## src/core/rff_pkg.sv

```systemverilog
// Shared constants of the regulator fault flag and mask block
package rff_pkg;

    // Register data width (device bits 23..8 map onto data bits 15..0)
    localparam int RFF_DW = 16;
    // Register index width on the internal register port
    localparam int RFF_AW = 2;

    // Register indexes on the internal register port
    localparam logic [1:0] RFF_IDX_FAULT_MASK = 2'h0;
    localparam logic [1:0] RFF_IDX_SUPPLY_MASK = 2'h1;
    localparam logic [1:0] RFF_IDX_FAULT_FLAGS = 2'h2;
    localparam logic [1:0] RFF_IDX_SUPPLY_FLAGS = 2'h3;

    // Values after power-on reset
    localparam logic [15:0] RFF_FAULT_MASK_RST = 16'h0000;
    localparam logic [15:0] RFF_SUPPLY_MASK_RST = 16'h0000;
    localparam logic [15:0] RFF_FLAGS_RST = 16'h0000;

    // Implemented bits of the fault registers (device bit 22 is reserved)
    localparam logic [15:0] RFF_FAULT_USED = 16'hBFFF;
    // All bits of the supply registers are implemented
    localparam logic [15:0] RFF_SUPPLY_USED = 16'hFFFF;

    // Field positions in the fault registers
    localparam int RFF_POS_THERMAL = 0;   // Over-temperature, low byte
    localparam int RFF_POS_OVERCURRENT = 8;   // Overcurrent, upper byte
    localparam int RFF_POS_FAULT_RSVD = 14;  // Reserved position
    localparam int RFF_POS_HV_OVERCURRENT = 15;

    // Field positions in the supply registers
    localparam int RFF_POS_WAKE_ONE = 0;
    localparam int RFF_POS_WAKE_TWO = 1;
    localparam int RFF_POS_SUPPLY_UVH = 2;
    localparam int RFF_POS_SUPPLY_UVL = 3;
    localparam int RFF_POS_SUPPLY_UV3 = 4;
    localparam int RFF_POS_PREREG_UVH = 5;
    localparam int RFF_POS_PREREG_UVL = 6;
    localparam int RFF_POS_PREREG_OC = 7;
    localparam int RFF_POS_PREREG_OV = 8;
    localparam int RFF_POS_HV_INPUT_UV = 9;
    localparam int RFF_POS_SELFTEST_MASK = 10;  // Mask position of self-test
    localparam int RFF_POS_STANDBY_TIMER = 10;  // Flag position of standby timer
    localparam int RFF_POS_BOOST_OV = 11;
    localparam int RFF_POS_BOOST_UVH = 12;
    localparam int RFF_POS_BOOST_SUPPLY_UVH = 13;
    localparam int RFF_POS_COMM_ERR_MASK = 14;  // Mask position of comm error
    localparam int RFF_POS_SELFTEST_FLAG = 14;  // Flag position of self-test
    localparam int RFF_POS_DIE_THERMAL = 15;

    // Supply flags that are set by a rising edge rather than a level
    localparam logic [15:0] RFF_SUPPLY_EDGE = 16'h0003;

    // Synchroniser depth for inputs from the analog side and the pins
    localparam int RFF_SYNC_STAGES = 3;

endpackage : rff_pkg

```

## src/core/rff_flags_masks.sv

```systemverilog
module rff_flags_masks
    import rff_pkg::*;
#(
    parameter int SYNC_STAGES = RFF_SYNC_STAGES
) (
    input wire logic mclk,
    input wire logic resetn,
    // Internal register port from the serial control engine
    input wire logic reg_wr,
    input wire logic reg_rd,
    input wire logic [RFF_AW-1:0] reg_addr,
    input wire logic [RFF_DW-1:0] reg_wdata,
    output logic [RFF_DW-1:0] reg_rdata,
    output logic reg_rvalid,
    // Asynchronous fault levels in fault-register bit order
    input wire logic [RFF_DW-1:0] fault_lvl,
    // Asynchronous supply levels and wake pins in supply-register bit order
    input wire logic [RFF_DW-1:0] supply_lvl,
    // Comm error flag held by the serial engine, same clock
    input wire logic comm_error,
    // Interrupt request to the host, active low
    output logic int_req_n
);

    // Register contents
    logic [RFF_DW-1:0] fault_mask_q;   // Fault interrupt mask
    logic [RFF_DW-1:0] supply_mask_q;  // Supply interrupt mask
    logic [RFF_DW-1:0] fault_flags_q;  // Sticky fault flags
    logic [RFF_DW-1:0] supply_flags_q; // Sticky supply flags

    // Synchroniser stages and filtered levels
    logic [RFF_DW-1:0] fault_s1_q;
    logic [RFF_DW-1:0] fault_s2_q;
    logic [RFF_DW-1:0] fault_s3_q;
    logic [RFF_DW-1:0] fault_lvl_q;    // Accepted fault level
    logic [RFF_DW-1:0] supply_s1_q;
    logic [RFF_DW-1:0] supply_s2_q;
    logic [RFF_DW-1:0] supply_s3_q;
    logic [RFF_DW-1:0] supply_lvl_q;   // Accepted supply level

    // Set requests per flag bit
    logic [RFF_DW-1:0] fault_set;
    logic [RFF_DW-1:0] supply_set;
    logic [RFF_DW-1:0] supply_rise;    // Accepted rising transitions

    // Write decodes
    logic wr_fault_mask;
    logic wr_supply_mask;
    logic wr_fault_flags;
    logic wr_supply_flags;

    // Interrupt sources after masking
    logic [RFF_DW-1:0] supply_gate;    // Mask bit seen by each supply flag
    logic int_pending;

    // Register write decodes
    assign wr_fault_mask = reg_wr && (reg_addr == RFF_IDX_FAULT_MASK);
    assign wr_supply_mask = reg_wr && (reg_addr == RFF_IDX_SUPPLY_MASK);
    assign wr_fault_flags = reg_wr && (reg_addr == RFF_IDX_FAULT_FLAGS);
    assign wr_supply_flags = reg_wr && (reg_addr == RFF_IDX_SUPPLY_FLAGS);

    // Per-bit three-stage synchroniser and agreement filter
    genvar gi;
    generate
        for (gi = 0; gi < RFF_DW; gi++) begin : g_sync
            // Shift the raw levels through three stages
            always_ff @(posedge mclk or negedge resetn) begin
                if (!resetn) begin
                    fault_s1_q[gi] <= 1'b0;
                    fault_s2_q[gi] <= 1'b0;
                    fault_s3_q[gi] <= 1'b0;
                    supply_s1_q[gi] <= 1'b0;
                    supply_s2_q[gi] <= 1'b0;
                    supply_s3_q[gi] <= 1'b0;
                end else begin
                    fault_s1_q[gi] <= fault_lvl[gi];
                    fault_s2_q[gi] <= fault_s1_q[gi];
                    fault_s3_q[gi] <= fault_s2_q[gi];
                    supply_s1_q[gi] <= supply_lvl[gi];
                    supply_s2_q[gi] <= supply_s1_q[gi];
                    supply_s3_q[gi] <= supply_s2_q[gi];
                end
            end

            // Accept a new level only once stages two and three agree
            always_ff @(posedge mclk or negedge resetn) begin
                if (!resetn) begin
                    fault_lvl_q[gi] <= 1'b0;
                    supply_lvl_q[gi] <= 1'b0;
                end else begin
                    if (fault_s2_q[gi] == fault_s3_q[gi]) begin
                        fault_lvl_q[gi] <= fault_s3_q[gi];
                    end
                    if (supply_s2_q[gi] == supply_s3_q[gi]) begin
                        supply_lvl_q[gi] <= supply_s3_q[gi];
                    end
                end
            end

            // Rising edge as soon as an agreed high meets a low level
            assign supply_rise[gi] = (supply_s2_q[gi] == supply_s3_q[gi])
                                     && supply_s3_q[gi] && !supply_lvl_q[gi];

            // Faults latch while the agreed level is high
            assign fault_set[gi] = RFF_FAULT_USED[gi]
                                   && (fault_lvl_q[gi] ||
                                       ((fault_s2_q[gi] == fault_s3_q[gi])
                                        && fault_s3_q[gi]));
        end
    endgenerate

    // Wake pins latch on an edge, all other supply events on a level
    assign supply_set = (supply_rise & RFF_SUPPLY_EDGE)
                      | (~RFF_SUPPLY_EDGE & (supply_lvl_q | supply_rise));

    // Fault mask register, reserved bit held at zero
    always_ff @(posedge mclk or negedge resetn) begin
        if (!resetn) begin
            fault_mask_q <= RFF_FAULT_MASK_RST;
        end else if (wr_fault_mask) begin
            // Reserved position ignores writes
            fault_mask_q <= reg_wdata & RFF_FAULT_USED;
        end
    end

    // Supply mask register
    always_ff @(posedge mclk or negedge resetn) begin
        if (!resetn) begin
            supply_mask_q <= RFF_SUPPLY_MASK_RST;
        end else if (wr_supply_mask) begin
            supply_mask_q <= reg_wdata & RFF_SUPPLY_USED;
        end
    end

    // Fault flags: set wins over a write-one clear in the same cycle
    always_ff @(posedge mclk or negedge resetn) begin
        if (!resetn) begin
            fault_flags_q <= RFF_FLAGS_RST;
        end else begin
            if (wr_fault_flags) begin
                fault_flags_q <= ((fault_flags_q & ~reg_wdata) | fault_set)
                                 & RFF_FAULT_USED;
            end else begin
                fault_flags_q <= (fault_flags_q | fault_set) & RFF_FAULT_USED;
            end
        end
    end

    // Supply flags: set wins over a write-one clear in the same cycle
    always_ff @(posedge mclk or negedge resetn) begin
        if (!resetn) begin
            supply_flags_q <= RFF_FLAGS_RST;
        end else begin
            if (wr_supply_flags) begin
                supply_flags_q <= (supply_flags_q & ~reg_wdata) | supply_set;
            end else begin
                supply_flags_q <= supply_flags_q | supply_set;
            end
        end
    end

    // Mask seen by each supply flag; self-test flag takes the mask at position 10, standby timer flag gets none
    always_comb begin
        supply_gate = supply_mask_q;
        // Self-test flag is gated by its mask at position 10
        supply_gate[RFF_POS_SELFTEST_FLAG] = supply_mask_q[RFF_POS_SELFTEST_MASK];
        // Standby timer flag has no mask of its own
        supply_gate[RFF_POS_STANDBY_TIMER] = 1'b0;
    end

    // Any unmasked flag, or an unmasked comm error, requests service
    assign int_pending = |(fault_flags_q & ~fault_mask_q)
                      || |(supply_flags_q & ~supply_gate)
                      || (comm_error && !supply_mask_q[RFF_POS_COMM_ERR_MASK]);

    // Interrupt output straight from a flip-flop
    always_ff @(posedge mclk or negedge resetn) begin
        if (!resetn) begin
            int_req_n <= 1'b1;
        end else begin
            int_req_n <= !int_pending;
        end
    end

    // Read data returned one cycle after the read strobe
    always_ff @(posedge mclk or negedge resetn) begin
        if (!resetn) begin
            reg_rdata <= '0;
            reg_rvalid <= 1'b0;
        end else begin
            reg_rvalid <= reg_rd;
            if (reg_rd) begin
                unique case (reg_addr)
                    // Reserved bits are already zero in storage
                    RFF_IDX_FAULT_MASK: reg_rdata <= fault_mask_q;
                    RFF_IDX_SUPPLY_MASK: reg_rdata <= supply_mask_q;
                    RFF_IDX_FAULT_FLAGS: reg_rdata <= fault_flags_q;
                    RFF_IDX_SUPPLY_FLAGS: reg_rdata <= supply_flags_q;
                endcase
            end
        end
    end
endmodule : rff_flags_masks

```

## config.mk

```make
export PLATFORM = sky130hd
export DESIGN_NAME = rff_flags_masks
export DESIGN_NICKNAME = d
export VERILOG_FILES = /design/src/core/rff_pkg.sv /design/src/core/rff_flags_masks.sv
export SDC_FILE = /design/constraint.sdc
export NUM_CORES = 1
export LEC_CHECK = 0
export BUFFER_PORTS_ARGS = -buffer_cell sky130_fd_sc_hd__buf_4
export CORE_MARGIN = 1.5
export CORE_UTILIZATION = 26
export DETAILED_ROUTE_END_ITERATION = 8
export GPL_ROUTABILITY_DRIVEN = 0
export SLEW_MARGIN = 10
export SYNTH_ARGS = -nofsm -noshare
export SYNTH_HDL_FRONTEND = slang
export SYNTH_SLANG_ARGS = --single-unit
```

## constraint.sdc

```tcl
create_clock -name mclk -period 1.6 [get_ports mclk]
set_input_delay 0.32 -clock mclk [delete_from_list [all_inputs] [get_ports mclk]]
set_output_delay 0.32 -clock mclk [all_outputs]
set_load 0.01 [all_outputs]
```

==> results of run 1 <==
worst register-to-register path, delay by kind of cell, from the launching register on:
family,cells,cell delay (ns)
AOI/OAI and AO/OA,2,0.56
and+or+nand+nor,2,0.47
DFF,1,0.40
cells in the mapped netlist:
cell	n	area (um^2)
a2111oi_0	1	8.76
a211o_1	22	193
a21oi_1	7	35.0
and3_1	1	6.26
and4_1	1	8.76
buf_12	1	20.0
buf_2	5	25.0
buf_4	2	15.0
buf_6	1	11.3
clkbuf_1	1	3.75
clkbuf_2	1	5.00
dfrtp_1	203	5080
dfstp_2	1	26.3
ha_1	31	388
inv_1	22	82.6
mux2_1	1	11.3
mux2_2	69	777
mux2_4	7	105
mux2i_1	1	10.0
mux4_1	6	158
mux4_2	9	203
nand2_1	28	105
nand2b_1	12	75.1
nand3b_4	1	20.0
nor2_4	1	11.3
nor3_1	3	15.0
nor3b_2	1	12.5
o2111ai_1	4	35.0
o21ai_0	2	10.0
o22ai_1	8	50.1
or3_1	7	43.8
final timing paths:
kind	from	endpoint	slack, ns	depth (start not counted)
max reg2reg	fault_flags_q[4]$_DFF_PN0_	int_req_n$_DFF_PN1_	0.08	4
min in group asynchronous	resetn	supply_s2_q[1]$_DFF_PN0_	0.34	2
min	reg_wdata[14]	supply_mask_q[14]$_DFFE_PN0P_	0.05	2
max in group asynchronous	resetn	fault_lvl_q[10]$_DFFE_PN0N_	0.61	3
min reg2reg	supply_s1_q[9]$_DFF_PN0_	supply_s2_q[9]$_DFF_PN0_	0.35	0
max	fault_flags_q[4]$_DFF_PN0_	int_req_n$_DFF_PN1_	0.08	4
cells by family (layout without fill, tap and decap cells):
logic type	Yosys count	count (layout)
AO/OA/AOI/OAI	44	44
buffers and inverters	33	187
adder cells (fa/ha/maj)	31	31
flip-flops	204	204
AND/OR/NAND/NOR	55	55
multiplexers	93	93
stage by stage:
step                hold slack (ns)  total power (W)  worst slack [ns]  TNS [ns]
floorplan                    0.0244          0.00668            0.0800         0
global placement              0.315          0.00730           -0.0795     -1.70
detailed placement            0.319          0.00734            -0.120     -2.18
CTS                          0.0301           0.0130            0.0160         0
global route                 0.0435           0.0134           0.00662         0
finish                       0.0530           0.0128            0.0788         0
timing repair:
action                                  in CTS  in global routing
hold buffers                                32                  0
endpoints found under the hold margin       76                  0
pin swaps                                    0                  0
resized for setup                            1                  1
endpoints found under the setup margin       1                  1
final cells by class:
class                   count  share of cell area
flip-flops and latches    204               0.519
inverters                  22             0.00839
repair buffers            121               0.109
clock buffers              40              0.0754
clock inverters             4             0.00750
well taps                 384              0.0488
multi-input cells         223               0.232
cell usage in the layout (no fill, tap or decap), types with 9 or more instances in the layout:
cell type	n
dfrtp_1	203
buf_4	82
mux2_2	69
dlygate4sd3_1	32
ha_1	31
nand2_1	28
clkbuf_16	25
inv_1	22
a211o_1	22
nand2b_1	12
mux4_2	9
clkbuf_1	9
power breakdown:
group	internal (W)	switching, W	total, W
Combinational	0.000783	0.000531	0.00131
Clock	0.00347	0.00204	0.00551
Sequential	0.00567	0.000309	0.00598
state kept, by name, summed over array words and instances, names as in the netlist, 16 cells and up:
signal / flops
supply_s1_q: 16
supply_flags_q: 16
supply_mask_q: 16
supply_s2_q: 16
supply_lvl_q: 16
reg_rdata: 16
supply_s3_q: 16
layer usage:
layer,global-route usage,vias to the layer above,routed length [um]
met1,0.147,2139,7120
met2,0.167,63,7100
li1,-,1924,-
met4,0.0312,0,267
met3,0.0257,22,806
met5,0,-,0
==> results_dict.tcl, run 1 <==
set metrics [dict create \
    setup_viol 0 \
    drive_above_1_share 0.349 \
    crit_type "flip-flop to flip-flop" \
    place_inst 922 \
    vdd_drop_max_v 0.000711 \
    synth_fa_ha_area_frac 0.0514 \
    synth_compound_area_frac 0.0439 \
    nets 682 \
    finalClockSkew_ns 0.0101 \
    die_w_um 173 \
    path_clk_slew_ns 0.06 \
    drv_slew 0 \
    regArea_um2 5110 \
    synth.cell_area_um2 7550 \
    status "completed" \
    h-tree-depth 1 \
    rsz0062_at_grt "false" \
    critPathSlowestCell "dfrtp_1" \
    cts.sinks 204 \
    synth-seq-area-share 0.676 \
    fin_area_um2 9840 \
    n_fill_cell 2763 \
    hp-class "input port to flip-flop" \
    grt_first_pass_wirelength_mm 25.3 \
    ctsRootBufferMaster "clkbuf_16" \
    synthesis.nets 546 \
    yosys_warnings 0 \
    cp_num_buf_inv 0 \
    vias_per_cell 4.16 \
    cp_cell_sequence "nand2b_1 > o2111ai_1 > a2111oi_2 > and4_1" \
    die_h_um 173 \
    crit_path_end_kind "flip-flop" \
    tritoncts "built" \
    grtUsageTotal 0.107 \
    fmax_mhz 657 \
    crit_family "compound AO/OA/AOI/OAI gates" \
    portBuffers 71 \
    cts_buffers 24 \
    placed_area_um2 8700 \
    syn2layout_area_growth_pct 30.4 \
    grt_max_degree 52 \
    leakage_nw 4.31 \
    synth_mux_area_frac 0.167 \
    grt_pass1_vias 4508 \
    ant_nets 0 \
    drt_wl_total_mm 15.3 \
    hold_viol_final 0 \
    synth_seq_cells 204 \
    core_um2 28600 \
    ys_types 31 \
    row_count 62 \
    finalNonFillerCells 998 \
    syn_area_per_cell_um2 16.4 \
    grt_overflow 0 \
    pin_count 73 \
    multiInputGateArea_um2 2290 \
    synth_xor_area_frac 0 \
    max_slew.worst_pin.slew_ns 0.455 \
    drt_iter0_drc 170 \
    crit_arrival_ns 1.95 \
    synth_top_family_by_area "multiplexers" \
    vias 4148 \
    period_needed_ns 1.52 \
    p_per_area_nw_per_um2 1300 \
    n_antenna_cell 0 \
    worstSetupStartpointType "flip-flop" \
    relSlewSlack 0.697 \
    initial_utilization 0.264 \
    routedWlPerCell_um 15.3 \
    firstDrtPassIters 4 \
    synthCells 460 \
    min_period_over_period 0.951 \
    drc 0 \
    critPathMaxFanout 3 \
    antenna_found_initial 0 \
    required_ns 2.03 \
    max_cap_viol_count 0 \
    postCtsSetupBuffers 0 \
    die_area_um2 30100 \
    worstSkewPairLatency_ns 0.51 \
    clk_path_buf_depth 3 \
    utilization 0.344 \
    synth-simple-area-share 0.0394 \
    slowest_delay_ns 0.40 \
    dpl.hpwl_mm 10.5 \
]
No activity file was read; power rests on OpenSTA's default activity.
==> run 2: changes to the inputs <==
--- a/config.mk
+++ b/config.mk
@@ -10,6 +10,7 @@
 export CORE_UTILIZATION = 26
 export DETAILED_ROUTE_END_ITERATION = 8
 export GPL_ROUTABILITY_DRIVEN = 0
+export PLACE_DENSITY = 0.38
 export SLEW_MARGIN = 10
 export SYNTH_ARGS = -nofsm -noshare
 export SYNTH_HDL_FRONTEND = slang
==> results_dict.tcl, run 2 (synthesized netlist as in run 1, its figures left out) <==
set metrics [dict create \
    dpl.hpwl_mm 10.6 \
    hp-class "input port to flip-flop" \
    antenna_found_initial 0 \
    initial_utilization 0.264 \
    status "completed" \
    cts.sinks 204 \
    grt_pass1_vias 4630 \
    required_ns 1.28 \
    grt_overflow 0 \
    cp_num_buf_inv 1 \
    grt_first_pass_wirelength_mm 26.4 \
    grt_max_degree 69 \
    worstSetupStartpointType "flip-flop" \
    utilization 0.344 \
    r2r_start "fault_mask_q[4]$_DFFE_PN0P_" \
    ant_nets 0 \
    crit_path_end_kind "output pin" \
    drive_above_1_share 0.352 \
    leakage_nw 4.32 \
    drv_slew 0 \
    cts_resized 0 \
    max_slew.worst_pin.slew_ns 0.392 \
    min_period_over_period 0.905 \
    relSlewSlack 0.739 \
    drt_wl_total_mm 15.9 \
    mostFrequentLayoutCells "dfrtp_1, buf_4, mux2_2, dlygate4sd3_1, ha_1" \
    vias_per_cell 4.19 \
    crit_type "flip-flop to output pin" \
    r2r_cells 4 \
    h-tree-depth 1 \
    worstSkewPairLatency_ns 0.51 \
    path_clk_slew_ns 0.06 \
    setup_tns_ns 0 \
    hold_viol_final 0 \
    drt_iter0_drc 115 \
    vias 4173 \
    clk_path_buf_depth 3 \
    tritoncts "built" \
    hold_depth 2 \
    setup_viol 0 \
    ctsRootBufferMaster "clkbuf_16" \
    slowest_delay_ns 0.51 \
    die_h_um 173 \
    drc 0 \
    place_inst 920 \
    firstDrtPassIters 4 \
    crit_family "flip-flops" \
    final_common_cell "dfrtp_1" \
    core_um2 28600 \
    grtUsageTotal 0.112 \
    row_count 62 \
    cts_buffers 25 \
    regToRegSetupSlack_ns 0.16 \
    fmax_mhz 690 \
    hold_start "reg_wdata[6]" \
    postCtsSetupBuffers 0 \
    die_w_um 173 \
    n_antenna_cell 0 \
    vdd_drop_max_v 0.000830 \
    finalClockSkew_ns 0.00485 \
    nets 681 \
    cp_cell_sequence "buf_4" \
    critPathMaxFanout 1 \
    hold_path_end "supply_mask_q[6]$_DFFE_PN0P_" \
    finalNonFillerCells 997 \
    p_per_area_nw_per_um2 1310 \
    die_area_um2 30100 \
    critPathSlowestCell "dfstp_2" \
    portBuffers 71 \
    rsz0062_at_grt "false" \
    routedWlPerCell_um 16.0 \
    crit_arrival_ns 1.13 \
    reg2reg_to "int_req_n$_DFF_PN1_" \
    syn2layout_area_growth_pct 30.3 \
    pin_count 73 \
    max_cap_viol_count 0 \
    period_needed_ns 1.45 \
]
## run 2: per-stage QoR
step | power (W) | hold slack (ns) | area, um^2 | setup WS (ns)
global placement | 0.00730 | 0.231 | 8680 | -0.104
finish | 0.0129 | 0.0590 | 9840 | 0.151
floorplan | 0.00668 | 0.0244 | 7550 | 0.0800
global route | 0.0136 | 0.0539 | 9840 | 0.0597
CTS | 0.0132 | 0.0333 | 9840 | 0.0712
detailed placement | 0.00735 | 0.233 | 8680 | -0.0983
## run 2: layout make-up
type / count / area [um^2]
sequential: 204 / 5110
timing repair buffer: 119 / 1050
tap: 384 / 480
fill: 2786 / 18800
inverter: 22 / 82.6
multi-input combinational: 223 / 2280
clock buffer: 40 / 782
clock inverter: 5 / 53.8
## run 2: metal layers
layer | vias up | wire length (um) | GRT usage
met2 | 73 | 6850 | 0.165
met5 | - | 0 | 0
met3 | 28 | 658 | 0.0259
li1 | 1927 | - | -
met1 | 2145 | 8040 | 0.165
met4 | 0 | 403 | 0.0312
## run 2: power breakdown
group	internal [W]	switching, W
registers	0.00567	0.000310
clock network	0.00348	0.00213
logic	0.000778	0.000521
total	0.00993	0.00296
## run 2: repair_timing
| action | in CTS | in global routing |
|---|---|---|
| endpoints found under the setup margin | 0 | 0 |
| endpoints found under the hold margin | 55 | 0 |
| hold buffers | 32 | 0 |
## run 2: worst register-to-register path: cells and delay by family, from the launching register on
kind	cells	cell delay, ns
AOI/OAI and AO/OA	2	0.58
DFF	1	0.35
and+or+nand+nor	2	0.45
## run 2: worst max-delay path by stage
stage / from / endpoint / slack (ns) / depth (start not counted)
after detailed placement: reg_addr[0] / supply_flags_q[9]$_DFF_PN0_ / -0.1 / 5
after global routing: fault_mask_q[4]$_DFFE_PN0P_ / int_req_n$_DFF_PN1_ / 0.06 / 4
final: int_req_n$_DFF_PN1_ / int_req_n / 0.15 / 1
after floorplan: reg_addr[1] / fault_mask_q[10]$_DFFE_PN0P_ / 0.08 / 4
after global placement: reg_addr[0] / supply_flags_q[7]$_DFF_PN0_ / -0.10 / 5
after CTS: fault_mask_q[4]$_DFFE_PN0P_ / int_req_n$_DFF_PN1_ / 0.07 / 4
